$ cat src/design/bbf_pkg.sv
// Purpose : Constants for the host-side controller of a 512K x 16 boot-block flash
// Assumes : clk_sys at 250 MHz; the flash sits on an asynchronous parallel bus
// Notes   : What this block does
package bbf_pkg;

  // ----------------------------------------------------------------
  // Widths and geometry
  // ----------------------------------------------------------------
  localparam int ADDR_W     = 19;   // 512K words
  localparam int DATA_W     = 16;
  localparam int NUM_BLOCKS = 23;

  // ----------------------------------------------------------------
  // Timing, in ns and derived clock cycles
  // ----------------------------------------------------------------
  localparam int CLK_NS          = 4;
  localparam int T_ACCESS_NS     = 100;  // Address to output valid
  localparam int T_SETUP_NS      = 20;   // Address/data before write strobe
  localparam int T_PULSE_NS      = 50;   // Write strobe low time
  localparam int T_HOLD_NS       = 10;   // Hold after strobe rises
  localparam int T_RESET_LOW_NS  = 100;  // Reset pin low time
  localparam int T_WAKE_NS       = 1000; // Reset to write wake time
  localparam int T_OUT_VALID_NS  = 600;  // Reset to output valid time
  localparam int ACC_CYC   = (T_ACCESS_NS + CLK_NS - 1) / CLK_NS;
  localparam int SETUP_CYC = (T_SETUP_NS + CLK_NS - 1) / CLK_NS;
  localparam int PULSE_CYC = (T_PULSE_NS + CLK_NS - 1) / CLK_NS;
  localparam int HOLD_CYC  = (T_HOLD_NS + CLK_NS - 1) / CLK_NS;
  localparam int RST_CYC   = (T_RESET_LOW_NS + CLK_NS - 1) / CLK_NS;
  localparam int WAKE_CYC  = (T_WAKE_NS + CLK_NS - 1) / CLK_NS;
  localparam int OUTV_CYC  = (T_OUT_VALID_NS + CLK_NS - 1) / CLK_NS;

  // ----------------------------------------------------------------
  // Software register indexes and fields
  // ----------------------------------------------------------------
  localparam logic [3:0] REG_CTRL  = 4'h0;  // Write: start operation
  localparam logic [3:0] REG_ADDR  = 4'h1;
  localparam logic [3:0] REG_DATA  = 4'h2;
  localparam logic [3:0] REG_STAT  = 4'h3;
  localparam logic [3:0] REG_RDATA = 4'h4;
  localparam int ST_BUSY    = 16;
  localparam int ST_SUSP    = 17;
  localparam int ST_SUSP_WR = 18;
  localparam int ST_REFUSED = 19;
  localparam int ST_LOCKOUT = 20;
  localparam int ST_PEND    = 21;

  // ----------------------------------------------------------------
  // Operation codes written to REG_CTRL
  // ----------------------------------------------------------------
  localparam logic [3:0] OP_READ    = 4'h0;
  localparam logic [3:0] OP_WRITE   = 4'h1;
  localparam logic [3:0] OP_BERASE  = 4'h2;
  localparam logic [3:0] OP_CERASE  = 4'h3;
  localparam logic [3:0] OP_SETLOCK = 4'h4;
  localparam logic [3:0] OP_SETPERM = 4'h5;
  localparam logic [3:0] OP_CLRLOCK = 4'h6;
  localparam logic [3:0] OP_SUSPEND = 4'h7;
  localparam logic [3:0] OP_RESUME  = 4'h8;
  localparam logic [3:0] OP_STATUS  = 4'h9;
  localparam logic [3:0] OP_RESET   = 4'hA;

  // ----------------------------------------------------------------
  // Device command words and status bit
  // ----------------------------------------------------------------
  localparam logic [15:0] DC_READ_ARRAY = 16'h00FF;
  localparam logic [15:0] DC_READ_STAT  = 16'h0070;
  localparam logic [15:0] DC_WRITE      = 16'h0040;
  localparam logic [15:0] DC_ERASE      = 16'h0020;
  localparam logic [15:0] DC_CHIP_ERASE = 16'h0030;
  localparam logic [15:0] DC_LOCK_SETUP = 16'h0060;
  localparam logic [15:0] DC_CONFIRM    = 16'h00D0;
  localparam logic [15:0] DC_SET_LOCK   = 16'h0001;
  localparam logic [15:0] DC_SET_PERM   = 16'h00F1;
  localparam logic [15:0] DC_SUSPEND    = 16'h00B0;
  localparam logic [15:0] DC_RESUME     = 16'h00D0;
  localparam int DEV_READY_BIT = 7;

endpackage

$ cat src/design/bbf_cyc_if.sv
// Purpose : Carries one bus-cycle request from sequencer to cycle engine
// Assumes : One cycle outstanding at a time
// Notes   : done is a one-cycle pulse, rdata valid with it
`timescale 1ns/10ps
interface bbf_cyc_if;
  logic        req;    // Level, held until done
  logic        wr;     // 1 write cycle, 0 read cycle
  logic [18:0] addr;
  logic [15:0] wdata;
  logic        done;   // Pulse, cycle finished
  logic [15:0] rdata;  // Sampled read word

  modport seq (output req, wr, addr, wdata, input done, rdata);
  modport eng (input req, wr, addr, wdata, output done, rdata);
endinterface

$ cat src/design/bbf_host.sv
// Purpose : Host controller sequencing commands into a boot-block flash
// Assumes : Software register port; one flash operation at a time
// Notes   : Polls the device status word until the automaton reports ready
//
// The register addresses and the plain strobed port are this design's own decisions.
`timescale 1ns/10ps
module bbf_host
  import bbf_pkg::*;
#(
  parameter int RECOVER_CYCLES = (WAKE_CYC > OUTV_CYC) ? WAKE_CYC : OUTV_CYC,
  parameter int RESET_CYCLES   = RST_CYC
)(
  input  wire logic        clk_sys,            // System clock
  input  wire logic        resetn,             // Sync reset, active low
  input  wire logic [3:0]  reg_addr,           // Register index
  input  wire logic [31:0] reg_wdata,          // Register write data
  input  wire logic        reg_wr,             // Write strobe
  input  wire logic        reg_rd,             // Read strobe
  output logic [31:0]      reg_rdata,          // Read data, cycle after reg_rd
  output logic [bbf_pkg::ADDR_W-1:0] flash_addr, // Flash word address
  input  wire logic [15:0] flash_dq_in,        // Flash data in
  output logic [15:0]      flash_dq_out,       // Flash data out
  output logic             flash_dq_oe_n,      // Low while driving data
  output logic             flash_ce_n,         // Chip enable
  output logic             flash_oe_n,         // Output enable
  output logic             flash_we_n,         // Write strobe
  output logic             flash_rp_n,         // Reset/power-down pin
  input  wire logic        program_supply_low, // Program supply at lockout
  output logic             busy                // Sequence in progress
);
  import bbf_pkg::*;

  // ----------------------------------------------------------------
  // Elaboration checks
  // ----------------------------------------------------------------
  if (RECOVER_CYCLES < 1 || RECOVER_CYCLES > 65535) begin : g_bad_recover
    $error("RECOVER_CYCLES out of range");
  end
  if (RESET_CYCLES < 1 || RESET_CYCLES > 65535) begin : g_bad_reset
    $error("RESET_CYCLES out of range");
  end

  // ----------------------------------------------------------------
  // Helpers
  // ----------------------------------------------------------------
  // Operation alters array or lock bits
  function automatic logic is_alter(input logic [3:0] op);
    return (op >= OP_WRITE) && (op <= OP_CLRLOCK);
  endfunction

  // Setup command word of a sequence; writes read the old word first
  function automatic logic [15:0] setup_word(input logic [3:0] op);
    case (op)
      OP_WRITE:   setup_word = DC_WRITE;
      OP_BERASE:  setup_word = DC_ERASE;
      OP_CERASE:  setup_word = DC_CHIP_ERASE;
      OP_SUSPEND: setup_word = DC_SUSPEND;
      OP_RESUME:  setup_word = DC_RESUME;
      default:    setup_word = DC_LOCK_SETUP;
    endcase
  endfunction

  // ----------------------------------------------------------------
  // Sequencer state
  // ----------------------------------------------------------------
  typedef enum logic [10:0] {
    S_RST    = 11'b00000000001,
    S_WAKE   = 11'b00000000010,
    S_IDLE   = 11'b00000000100,
    S_OLDCMD = 11'b00000001000,
    S_OLDRD  = 11'b00000010000,
    S_SETUP  = 11'b00000100000,
    S_CONF   = 11'b00001000000,
    S_PCMD   = 11'b00010000000,
    S_PRD    = 11'b00100000000,
    S_RDCMD  = 11'b01000000000,
    S_RDARR  = 11'b10000000000
  } bbf_state_type;

  bbf_cyc_if cyc ();

  bbf_state_type state, next_state;
  logic [15:0]   cnt, next_cnt;
  logic [3:0]    op, next_op, run_op, next_run_op;
  logic [18:0]   addr_q, next_addr_q;
  logic [15:0]   wdata_q, next_wdata_q, old_q, next_old_q;
  logic [15:0]   rdata_q, next_rdata_q, dev_status, next_dev_status;
  logic          susp, next_susp, susp_wr, next_susp_wr;
  logic          refused, next_refused, pend, next_pend;
  logic          start;
  logic [3:0]    sw_op;
  logic [15:0]   prog_word;

  assign start     = reg_wr && (reg_addr == REG_CTRL);
  assign sw_op     = reg_wdata[3:0];
  assign prog_word = ~old_q | wdata_q;  // Zero only where a one becomes zero
  assign busy      = (state != S_IDLE);

  // Cycle request derived from state
  always_comb begin
    cyc.req   = (state & (S_OLDCMD | S_OLDRD | S_SETUP | S_CONF | S_PCMD | S_PRD
                          | S_RDCMD | S_RDARR)) != 11'b0;
    cyc.wr    = (state & (S_OLDCMD | S_SETUP | S_CONF | S_PCMD | S_RDCMD)) != 11'b0;
    cyc.addr  = addr_q;
    cyc.wdata = DC_READ_ARRAY;
    case (state)
      S_SETUP: cyc.wdata = setup_word(op);
      S_CONF: begin
        case (op)
          OP_WRITE:   cyc.wdata = prog_word;
          OP_SETLOCK: cyc.wdata = DC_SET_LOCK;
          OP_SETPERM: cyc.wdata = DC_SET_PERM;
          default:    cyc.wdata = DC_CONFIRM;  // Erase and clear-locks confirm
        endcase
      end
      S_PCMD:  cyc.wdata = DC_READ_STAT;
      default: cyc.wdata = DC_READ_ARRAY;
    endcase
  end

  // Next sequencer values
  always_comb begin
    next_state      = state;
    next_cnt        = cnt;
    next_op         = op;
    next_run_op     = run_op;
    next_addr_q     = addr_q;
    next_wdata_q    = wdata_q;
    next_old_q      = old_q;
    next_rdata_q    = rdata_q;
    next_dev_status = dev_status;
    next_susp       = susp;
    next_susp_wr    = susp_wr;
    next_refused    = refused;
    next_pend       = pend;
    if (reg_wr && reg_addr == REG_ADDR) next_addr_q = reg_wdata[18:0];
    if (reg_wr && reg_addr == REG_DATA) next_wdata_q = reg_wdata[15:0];
    if (reg_wr && reg_addr == REG_STAT && reg_wdata[ST_REFUSED]) next_refused = 1'b0;
    // While busy only a reset, or a suspend of block erase or word write, is taken
    if (start && state != S_IDLE) begin
      if (sw_op == OP_SUSPEND && !susp && op != OP_SUSPEND
          && (run_op == OP_BERASE || run_op == OP_WRITE)) next_pend = 1'b1;
      else if (sw_op != OP_RESET) next_refused = 1'b1;
    end
    if (start && sw_op == OP_RESET) begin
      next_state = S_RST;               // Hold device in reset, writes ignored
      next_cnt   = 16'(RESET_CYCLES - 1);
      next_susp  = 1'b0;
      next_pend  = 1'b0;
    end else begin
      case (state)
        S_RST: begin
          if (cnt == 16'h0000) begin
            next_state = S_WAKE;
            next_cnt   = 16'(RECOVER_CYCLES - 1);
          end else next_cnt = cnt - 16'h0001;
        end
        S_WAKE: begin
          // No command write or read sample before recovery
          if (cnt == 16'h0000) next_state = S_IDLE;  // Device back in read array
          else next_cnt = cnt - 16'h0001;
        end
        S_IDLE: begin
          if (start) begin
            next_op = sw_op;
            // Lockout supply refuses altering operations
            if (is_alter(sw_op) && program_supply_low) next_refused = 1'b1;
            else if (susp && !(sw_op == OP_READ || sw_op == OP_STATUS
                     || sw_op == OP_RESUME || (sw_op == OP_WRITE && !susp_wr)))
              next_refused = 1'b1;      // Suspended: limited set
            else if (!susp && sw_op == OP_RESUME) next_refused = 1'b1;
            else if (sw_op == OP_SUSPEND || sw_op > OP_STATUS) next_refused = 1'b1;
            else begin
              case (sw_op)
                OP_READ:   next_state = S_RDCMD;
                OP_STATUS: next_state = S_PCMD;
                OP_WRITE:  next_state = S_OLDCMD;
                OP_RESUME: next_state = S_SETUP;
                default:   next_state = S_SETUP;
              endcase
              if (sw_op == OP_RESUME) next_susp = 1'b0;
              else if (is_alter(sw_op) && !susp) next_run_op = sw_op;
            end
          end
        end
        S_OLDCMD: if (cyc.done) next_state = S_OLDRD;
        S_OLDRD: begin
          if (cyc.done) begin
            next_old_q = cyc.rdata;
            next_state = S_SETUP;
          end
        end
        S_SETUP: begin
          if (cyc.done) begin
            if (op == OP_SUSPEND || op == OP_RESUME) next_state = S_PCMD;
            else next_state = S_CONF;
          end
        end
        S_CONF:  if (cyc.done) next_state = S_PCMD;  // Device runs alone now
        S_PCMD:  if (cyc.done) next_state = S_PRD;
        S_PRD: begin
          if (cyc.done) begin
            next_dev_status = cyc.rdata;            // Completion seen here
            if (op == OP_STATUS) next_state = S_IDLE;
            else if (cyc.rdata[DEV_READY_BIT]) begin
              next_state = S_IDLE;
              if (op == OP_SUSPEND) begin
                next_susp    = 1'b1;
                next_susp_wr = (run_op == OP_WRITE);
              end
            end else if (pend) begin
              next_pend  = 1'b0;
              next_op    = OP_SUSPEND;
              next_state = S_SETUP;
            end
          end
        end
        S_RDCMD: if (cyc.done) next_state = S_RDARR;
        S_RDARR: begin
          if (cyc.done) begin
            next_rdata_q = cyc.rdata;
            next_state   = S_IDLE;
          end
        end
        default: next_state = S_IDLE;
      endcase
    end
    if (next_state == S_IDLE && next_op != OP_SUSPEND && state != S_IDLE) next_pend = 1'b0;
    if (start && state != S_IDLE && sw_op != OP_SUSPEND && sw_op != OP_RESET)
      next_refused = 1'b1;            // Hardware set wins over software clear
  end

  // Register sequencer state
  always_ff @(posedge clk_sys) begin
    if (!resetn) begin
      state      <= S_RST;
      cnt        <= 16'(RESET_CYCLES - 1);
      op         <= OP_READ;
      run_op     <= OP_READ;
      addr_q     <= 19'h00000;
      wdata_q    <= 16'hFFFF;
      old_q      <= 16'hFFFF;
      rdata_q    <= 16'h0000;
      dev_status <= 16'h0000;
      susp       <= 1'b0;
      susp_wr    <= 1'b0;
      refused    <= 1'b0;
      pend       <= 1'b0;
    end else begin
      state      <= next_state;
      cnt        <= next_cnt;
      op         <= next_op;
      run_op     <= next_run_op;
      addr_q     <= next_addr_q;
      wdata_q    <= next_wdata_q;
      old_q      <= next_old_q;
      rdata_q    <= next_rdata_q;
      dev_status <= next_dev_status;
      susp       <= next_susp;
      susp_wr    <= next_susp_wr;
      refused    <= next_refused;
      pend       <= next_pend;
    end
  end

  // Reset pin low only in the reset state
  always_ff @(posedge clk_sys) begin
    if (!resetn) flash_rp_n <= 1'b0;
    else flash_rp_n <= (next_state != S_RST);
  end

  // ----------------------------------------------------------------
  // Register read port
  // ----------------------------------------------------------------
  always_ff @(posedge clk_sys) begin
    if (!resetn) reg_rdata <= 32'h00000000;
    else if (reg_rd) begin
      case (reg_addr)
        REG_ADDR:  reg_rdata <= {13'h0000, addr_q};
        REG_DATA:  reg_rdata <= {16'h0000, wdata_q};
        REG_STAT:  reg_rdata <= {10'h000, pend, program_supply_low, refused, susp_wr,
                                 susp, busy, dev_status};
        REG_RDATA: reg_rdata <= {16'h0000, rdata_q};
        default:   reg_rdata <= 32'h00000000;
      endcase
    end else reg_rdata <= 32'h00000000;
  end

  // ----------------------------------------------------------------
  // Bus cycle engine
  // ----------------------------------------------------------------
  bbf_cycle u_cycle (
    .clk_sys       (clk_sys),
    .resetn        (resetn),
    .cyc           (cyc.eng),
    .flash_addr    (flash_addr),
    .flash_dq_in   (flash_dq_in),
    .flash_dq_out  (flash_dq_out),
    .flash_dq_oe_n (flash_dq_oe_n),
    .flash_ce_n    (flash_ce_n),
    .flash_oe_n    (flash_oe_n),
    .flash_we_n    (flash_we_n)
  );
endmodule

$ cat src/design/bbf_cycle.sv
// Purpose : Runs one asynchronous write or read cycle on the flash pins
// Assumes : Flash inputs synchronous to clk_sys
// Notes   : Strobes and data come from flip-flops
`timescale 1ns/10ps
module bbf_cycle
  import bbf_pkg::*;
(
  input  wire logic        clk_sys,       // System clock
  input  wire logic        resetn,        // Sync reset, active low
  bbf_cyc_if.eng           cyc,           // Cycle request
  output logic [18:0]      flash_addr,    // Word address
  input  wire logic [15:0] flash_dq_in,   // Data from flash
  output logic [15:0]      flash_dq_out,  // Data to flash
  output logic             flash_dq_oe_n, // Low while driving data
  output logic             flash_ce_n,    // Chip enable
  output logic             flash_oe_n,    // Output enable
  output logic             flash_we_n     // Write strobe
);
  // ----------------------------------------------------------------
  // State and registers
  // ----------------------------------------------------------------
  typedef enum logic [4:0] {
    C_IDLE  = 5'b00001,
    C_SETUP = 5'b00010,
    C_PULSE = 5'b00100,
    C_HOLD  = 5'b01000,
    C_READ  = 5'b10000
  } bbf_cstate_type;

  bbf_cstate_type cstate, next_cstate;
  logic [7:0]     cnt, next_cnt;
  logic [18:0]    next_addr;
  logic [15:0]    next_dq_out, next_rdata;
  logic           next_dq_oe_n, next_ce_n, next_oe_n, next_we_n, next_done;

  // Next cycle-engine values
  always_comb begin
    next_cstate  = cstate;
    next_cnt     = cnt;
    next_addr    = flash_addr;
    next_dq_out  = flash_dq_out;
    next_dq_oe_n = flash_dq_oe_n;
    next_ce_n    = flash_ce_n;
    next_oe_n    = flash_oe_n;
    next_we_n    = flash_we_n;
    next_rdata   = cyc.rdata;
    next_done    = 1'b0;
    case (cstate)
      C_IDLE: begin
        if (cyc.req && !cyc.done) begin
          next_addr = cyc.addr;
          next_ce_n = 1'b0;
          if (cyc.wr) begin
            next_dq_out  = cyc.wdata;
            next_dq_oe_n = 1'b0;
            next_cnt     = 8'(SETUP_CYC - 1);
            next_cstate  = C_SETUP;
          end else begin
            next_oe_n   = 1'b0;
            next_cnt    = 8'(ACC_CYC - 1);
            next_cstate = C_READ;
          end
        end
      end
      C_SETUP: begin
        if (cnt == 8'h00) begin
          next_we_n   = 1'b0;
          next_cnt    = 8'(PULSE_CYC - 1);
          next_cstate = C_PULSE;
        end else begin
          next_cnt = cnt - 8'h01;
        end
      end
      C_PULSE: begin
        if (cnt == 8'h00) begin
          next_we_n   = 1'b1;               // Rising edge latches addr/data
          next_cnt    = 8'(HOLD_CYC - 1);
          next_cstate = C_HOLD;
        end else begin
          next_cnt = cnt - 8'h01;
        end
      end
      C_HOLD: begin
        if (cnt == 8'h00) begin
          next_ce_n    = 1'b1;
          next_dq_oe_n = 1'b1;
          next_done    = 1'b1;
          next_cstate  = C_IDLE;
        end else begin
          next_cnt = cnt - 8'h01;
        end
      end
      C_READ: begin
        if (cnt == 8'h00) begin
          next_rdata  = flash_dq_in;       // Sampled after full access time
          next_ce_n   = 1'b1;
          next_oe_n   = 1'b1;
          next_done   = 1'b1;
          next_cstate = C_IDLE;
        end else begin
          next_cnt = cnt - 8'h01;
        end
      end
      default: next_cstate = C_IDLE;
    endcase
  end

  // Register cycle-engine state
  always_ff @(posedge clk_sys) begin
    if (!resetn) begin
      cstate        <= C_IDLE;
      cnt           <= 8'h00;
      flash_addr    <= 19'h00000;
      flash_dq_out  <= 16'h0000;
      flash_dq_oe_n <= 1'b1;
      flash_ce_n    <= 1'b1;
      flash_oe_n    <= 1'b1;
      flash_we_n    <= 1'b1;
      cyc.rdata     <= 16'h0000;
      cyc.done      <= 1'b0;
    end else begin
      cstate        <= next_cstate;
      cnt           <= next_cnt;
      flash_addr    <= next_addr;
      flash_dq_out  <= next_dq_out;
      flash_dq_oe_n <= next_dq_oe_n;
      flash_ce_n    <= next_ce_n;
      flash_oe_n    <= next_oe_n;
      flash_we_n    <= next_we_n;
      cyc.rdata     <= next_rdata;
      cyc.done      <= next_done;
    end
  end
endmodule

$ cat config.mk
export PLATFORM = sky130hd
export DESIGN_NAME = bbf_host
export DESIGN_NICKNAME = d
export VERILOG_FILES = /design/src/design/bbf_pkg.sv /design/src/design/bbf_cyc_if.sv /design/src/design/bbf_host.sv /design/src/design/bbf_cycle.sv
export SDC_FILE = /design/constraint.sdc
export NUM_CORES = 1
export LEC_CHECK = 0
export BUFFER_PORTS_ARGS = -buffer_cell sky130_fd_sc_hd__buf_2
export CAP_MARGIN = 5
export CORE_MARGIN = 2
export CORE_UTILIZATION = 62
export CTS_CLUSTER_DIAMETER = 50
export CTS_CLUSTER_SIZE = 28
export DETAILED_ROUTE_END_ITERATION = 12
export GPL_TIMING_DRIVEN = 0
export PLACE_DENSITY = 0.85
export REMOVE_ABC_BUFFERS = 1
export SKIP_LAST_GASP = 1
export SYNTH_ARGS = -nofsm -noshare
export SYNTH_HDL_FRONTEND = slang
export SYNTH_HIERARCHICAL = 1
export SYNTH_SLANG_ARGS = --single-unit
$ cat constraint.sdc
create_clock -name clk_sys -period 6.4 [get_ports clk_sys]
set_input_delay 1.92 -clock clk_sys [delete_from_list [all_inputs] [get_ports clk_sys]]
set_output_delay 1.92 -clock clk_sys [all_outputs]
set_load 0.1 [all_outputs]
==> impl_metrics.py <==
metrics = {
    "power": {
        "totalPowerFinal_mw": 2.84,
        "p_leak_nw": 4.20,
        "peakVddDrop_v": 0.000179,
        "p_per_area_nw_per_um2": 260,
    },
    "grt": {
        "gr-total-overflow": 0,
        "grt_start_max_net_pins": 70,
        "grt_usage_pct": 29.7,
        "antenna_found_initial": 0,
        "grt_pass1_wl_um": 40600,
        "grt_pass1_vias": 8063,
    },
    "clock_tree": {
        "ctsResizeCount": 0,
        "insertion_delay_ns": 0.50,
        "hold_buffers": 0,
        "numCtsBuffers": 19,
        "cts.clk_slew.worst_paths_ns": 0.08,
        "clock-sinks": 214,
        "htreeDepth": 1,
        "cts-root-buf": "clkbuf_16",
        "clk_path_buf_depth": 3,
        "cts_tree": "yes",
        "postCtsSetupRepairBufs": 0,
    },
    "flow_run": {
        "drv_cap": 0,
    },
    "place": {
        "port_buffers": 107,
        "hpwl_um": 17100,
        "place_area_um2": 10200,
        "dpl.cell_count": 1450,
        "gp_congestion": 0.919,
    },
    "floorplan": {
        "die_x_um": 130,
        "die_area_um2": 16800,
        "initial_utilization_pct": 63.9,
        "rows": 45,
        "io_pins": 130,
        "core_um2": 15300,
        "die_h_um": 130,
    },
    "timing": {
        "fin_skew_ns": 0.0266,
        "drv_slew": 0,
        "finalSetupTns_ns": 0,
        "relSlewSlack_pct": 16.7,
        "setup-violations-final": 0,
        "final_hold_viol_count": 0,
        "min_period_over_period_pct": 69.1,
        "max_slew.worst_pin.slew_ns": 1.25,
        "fmax_mhz": 226,
        "holdWs_ns": 0.459,
        "fin_crit_ns": 4.42,
        "rsz0062_at_grt": "false",
    },
    "setup_path": {
        "crit_fanout": 11,
        "cp_slowest_stage_delay_ns": 0.64,
        "crit_slowest_cell": "or4_4",
        "startpoint_type": "flip-flop",
        "cp_num_buf_inv": 2,
        "crit_type": "flip-flop to output pin",
        "cp_data_arrival_time_ns": 2.50,
        "worstSetupEndpointType": "output pin",
        "critPathTopFamily": "simple AND/OR/NAND/NOR gates",
        "path_cells": "or4_4, nor3_4, inv_4, buf_2",
        "worstPathRequired_ns": 4.48,
    },
    "layout": {
        "fin_cells": 1483,
        "drive_above_1_share_pct": 13.8,
        "fin_area_um2": 10900,
        "layout_common_cells": "nand2_1, dfxtp_1, buf_2",
        "final_common_cell": "nand2_1",
        "nNetsFinal": 1320,
        "synthToLayoutAreaGrowth_pct": 11.8,
        "insertedDiodeCount": 0,
    },
    "synth": {
        "synthAdderAreaFrac_pct": 0.383,
        "synth_top_area_cell": "dfxtp_1",
        "syn_area_um2": 9790,
        "ys_warn_count": 6,
        "synth_top_family_by_area": "simple AND/OR/NAND/NOR gates",
        "muxShareOfSynthArea_pct": 2.15,
        "async_flop_share_pct": 0,
        "synthDominantCellAreaShare_pct": 43.8,
        "ys.flop_type": "dfxtp_1",
        "synth-seq-area-share_pct": 43.8,
        "synthXorXnorAreaFrac_pct": 1.88,
        "synth_simple_gate_area_share_pct": 27.0,
        "syn_avg_cell_area_um2": 8.08,
        "synth_edf_count": 0,
        "yosysUniqueCellTypes": 81,
        "syn_inst": 1211,
        "synth_compound_area_share_pct": 18.8,
        "ys_ff_latch": 214,
        "ys_top_cells_by_area": "dfxtp_1, nand2_1, a21oi_1",
    },
    "detailed_routing": {
        "dr.pass1.iters": 6,
        "drtIter0Drc": 947,
        "wire_per_inst_um": 17.3,
        "vias_per_cell": 6.07,
        "ant_nets": 0,
        "wl_um": 25600,
        "vias": 9003,
        "drc": 0,
    },
    "run_status": {
        "outcome": "finished clean",
    },
    "hold_path": {
        "min_path_type": "flip-flop to flip-flop",
    },
}
worst min-delay path, delay by kind of cell, from the launching register on:
kind	cells	cell delay (ns)
flip-flops	1	0.32
AND/OR/NAND/NOR	1	0.05
AO/OA/AOI/OAI	1	0.05
routing by layer:
metal | vias to the layer above | track usage (%) | routed length (um)
met5 | - | 0 | 0
met4 | 0 | 7.02 | 498
met3 | 45 | 4.71 | 2410
met2 | 471 | 47.2 | 11400
met1 | 4193 | 42.6 | 11300
li1 | 4294 | - | -
layout make-up:
cell class,instances,area [um^2]
Clock buffer,21,493
Sequential cell,214,4280
Timing Repair Buffer,111,599
Clock inverter,12,203
Fill cell,1206,4370
Inverter,30,115
Tap cell,211,264
Multi-Input combinational cell,884,4980
report_power, final:
group / switching, mW / total (mW) / internal, mW
sequential: 0.0172 / 1.36 / 1.35
combinational: 0.153 / 0.213 / 0.0607
clock: 0.580 / 1.26 / 0.684
kinds of logic after synthesis:
logic type / count (synthesis)
AND/OR/NAND/NOR: 554
AO/OA/AOI/OAI: 275
flip-flops: 214
buffers and inverters: 122
XOR/XNOR: 21
multiplexers: 21
adder cells (fa/ha/maj): 3
other: 1
synth_stat cells (all sizes together) (5+ instances only):
library cell  count
nand3b            7
and2              5
nand2           285
a31oi             6
o211ai           17
a21oi            99
nor2b            14
buf              32
o21ai            30
nand4            11
dfxtp           214
a222oi           16
a211oi            6
nor4             13
mux2i            21
nand3            49
a311oi            6
a21boi           54
o22ai             6
nor4b             6
or4               6
and3              8
clkbuf           60
nor2             92
or3              10
xor2             14
xnor2             7
o21a              5
inv              30
nor3             26
worst paths after layout:
path	from	depth (start not counted)	slack [ns]	endpoint
worst max-delay path	state[5]$_SDFF_PN0_	4	1.98	busy
worst min-delay path	u_cycle/flash_dq_out[9]$_SDFFE_PN0P_	2	0.46	u_cycle/flash_dq_out[9]$_SDFFE_PN0P_
worst max register to register	state[5]$_SDFF_PN0_	7	3.30	pend$_SDFF_PP0_
worst min register to register	u_cycle/flash_dq_out[9]$_SDFFE_PN0P_	2	0.46	u_cycle/flash_dq_out[9]$_SDFFE_PN0P_
sequential cells by signal (all words and copies together), names as in the netlist, 5 cells and up:
| name | flops |
|---|---|
| dev_status | 16 |
| u_cycle/cnt | 8 |
| old_q | 16 |
| u_cycle/cyc.rdata | 16 |
| rdata_q | 16 |
| wdata_q | 16 |
| u_cycle/flash_addr | 19 |
| u_cycle/flash_dq_out | 16 |
| state | 11 |
| reg_rdata | 22 |
| u_cycle/cstate | 5 |
| addr_q | 19 |
| cnt | 16 |
metrics by stage:
step / setup slack, ns / util [%]
after floorplan: 1.67 / -
after global placement: -0.0638 / 66.3
after detailed placement: 1.96 / 66.9
after CTS: 2.00 / 71.4
after global routing: 1.92 / 71.4
final: 1.98 / 71.4
Note: power is estimated with default switching activity, not from simulation.
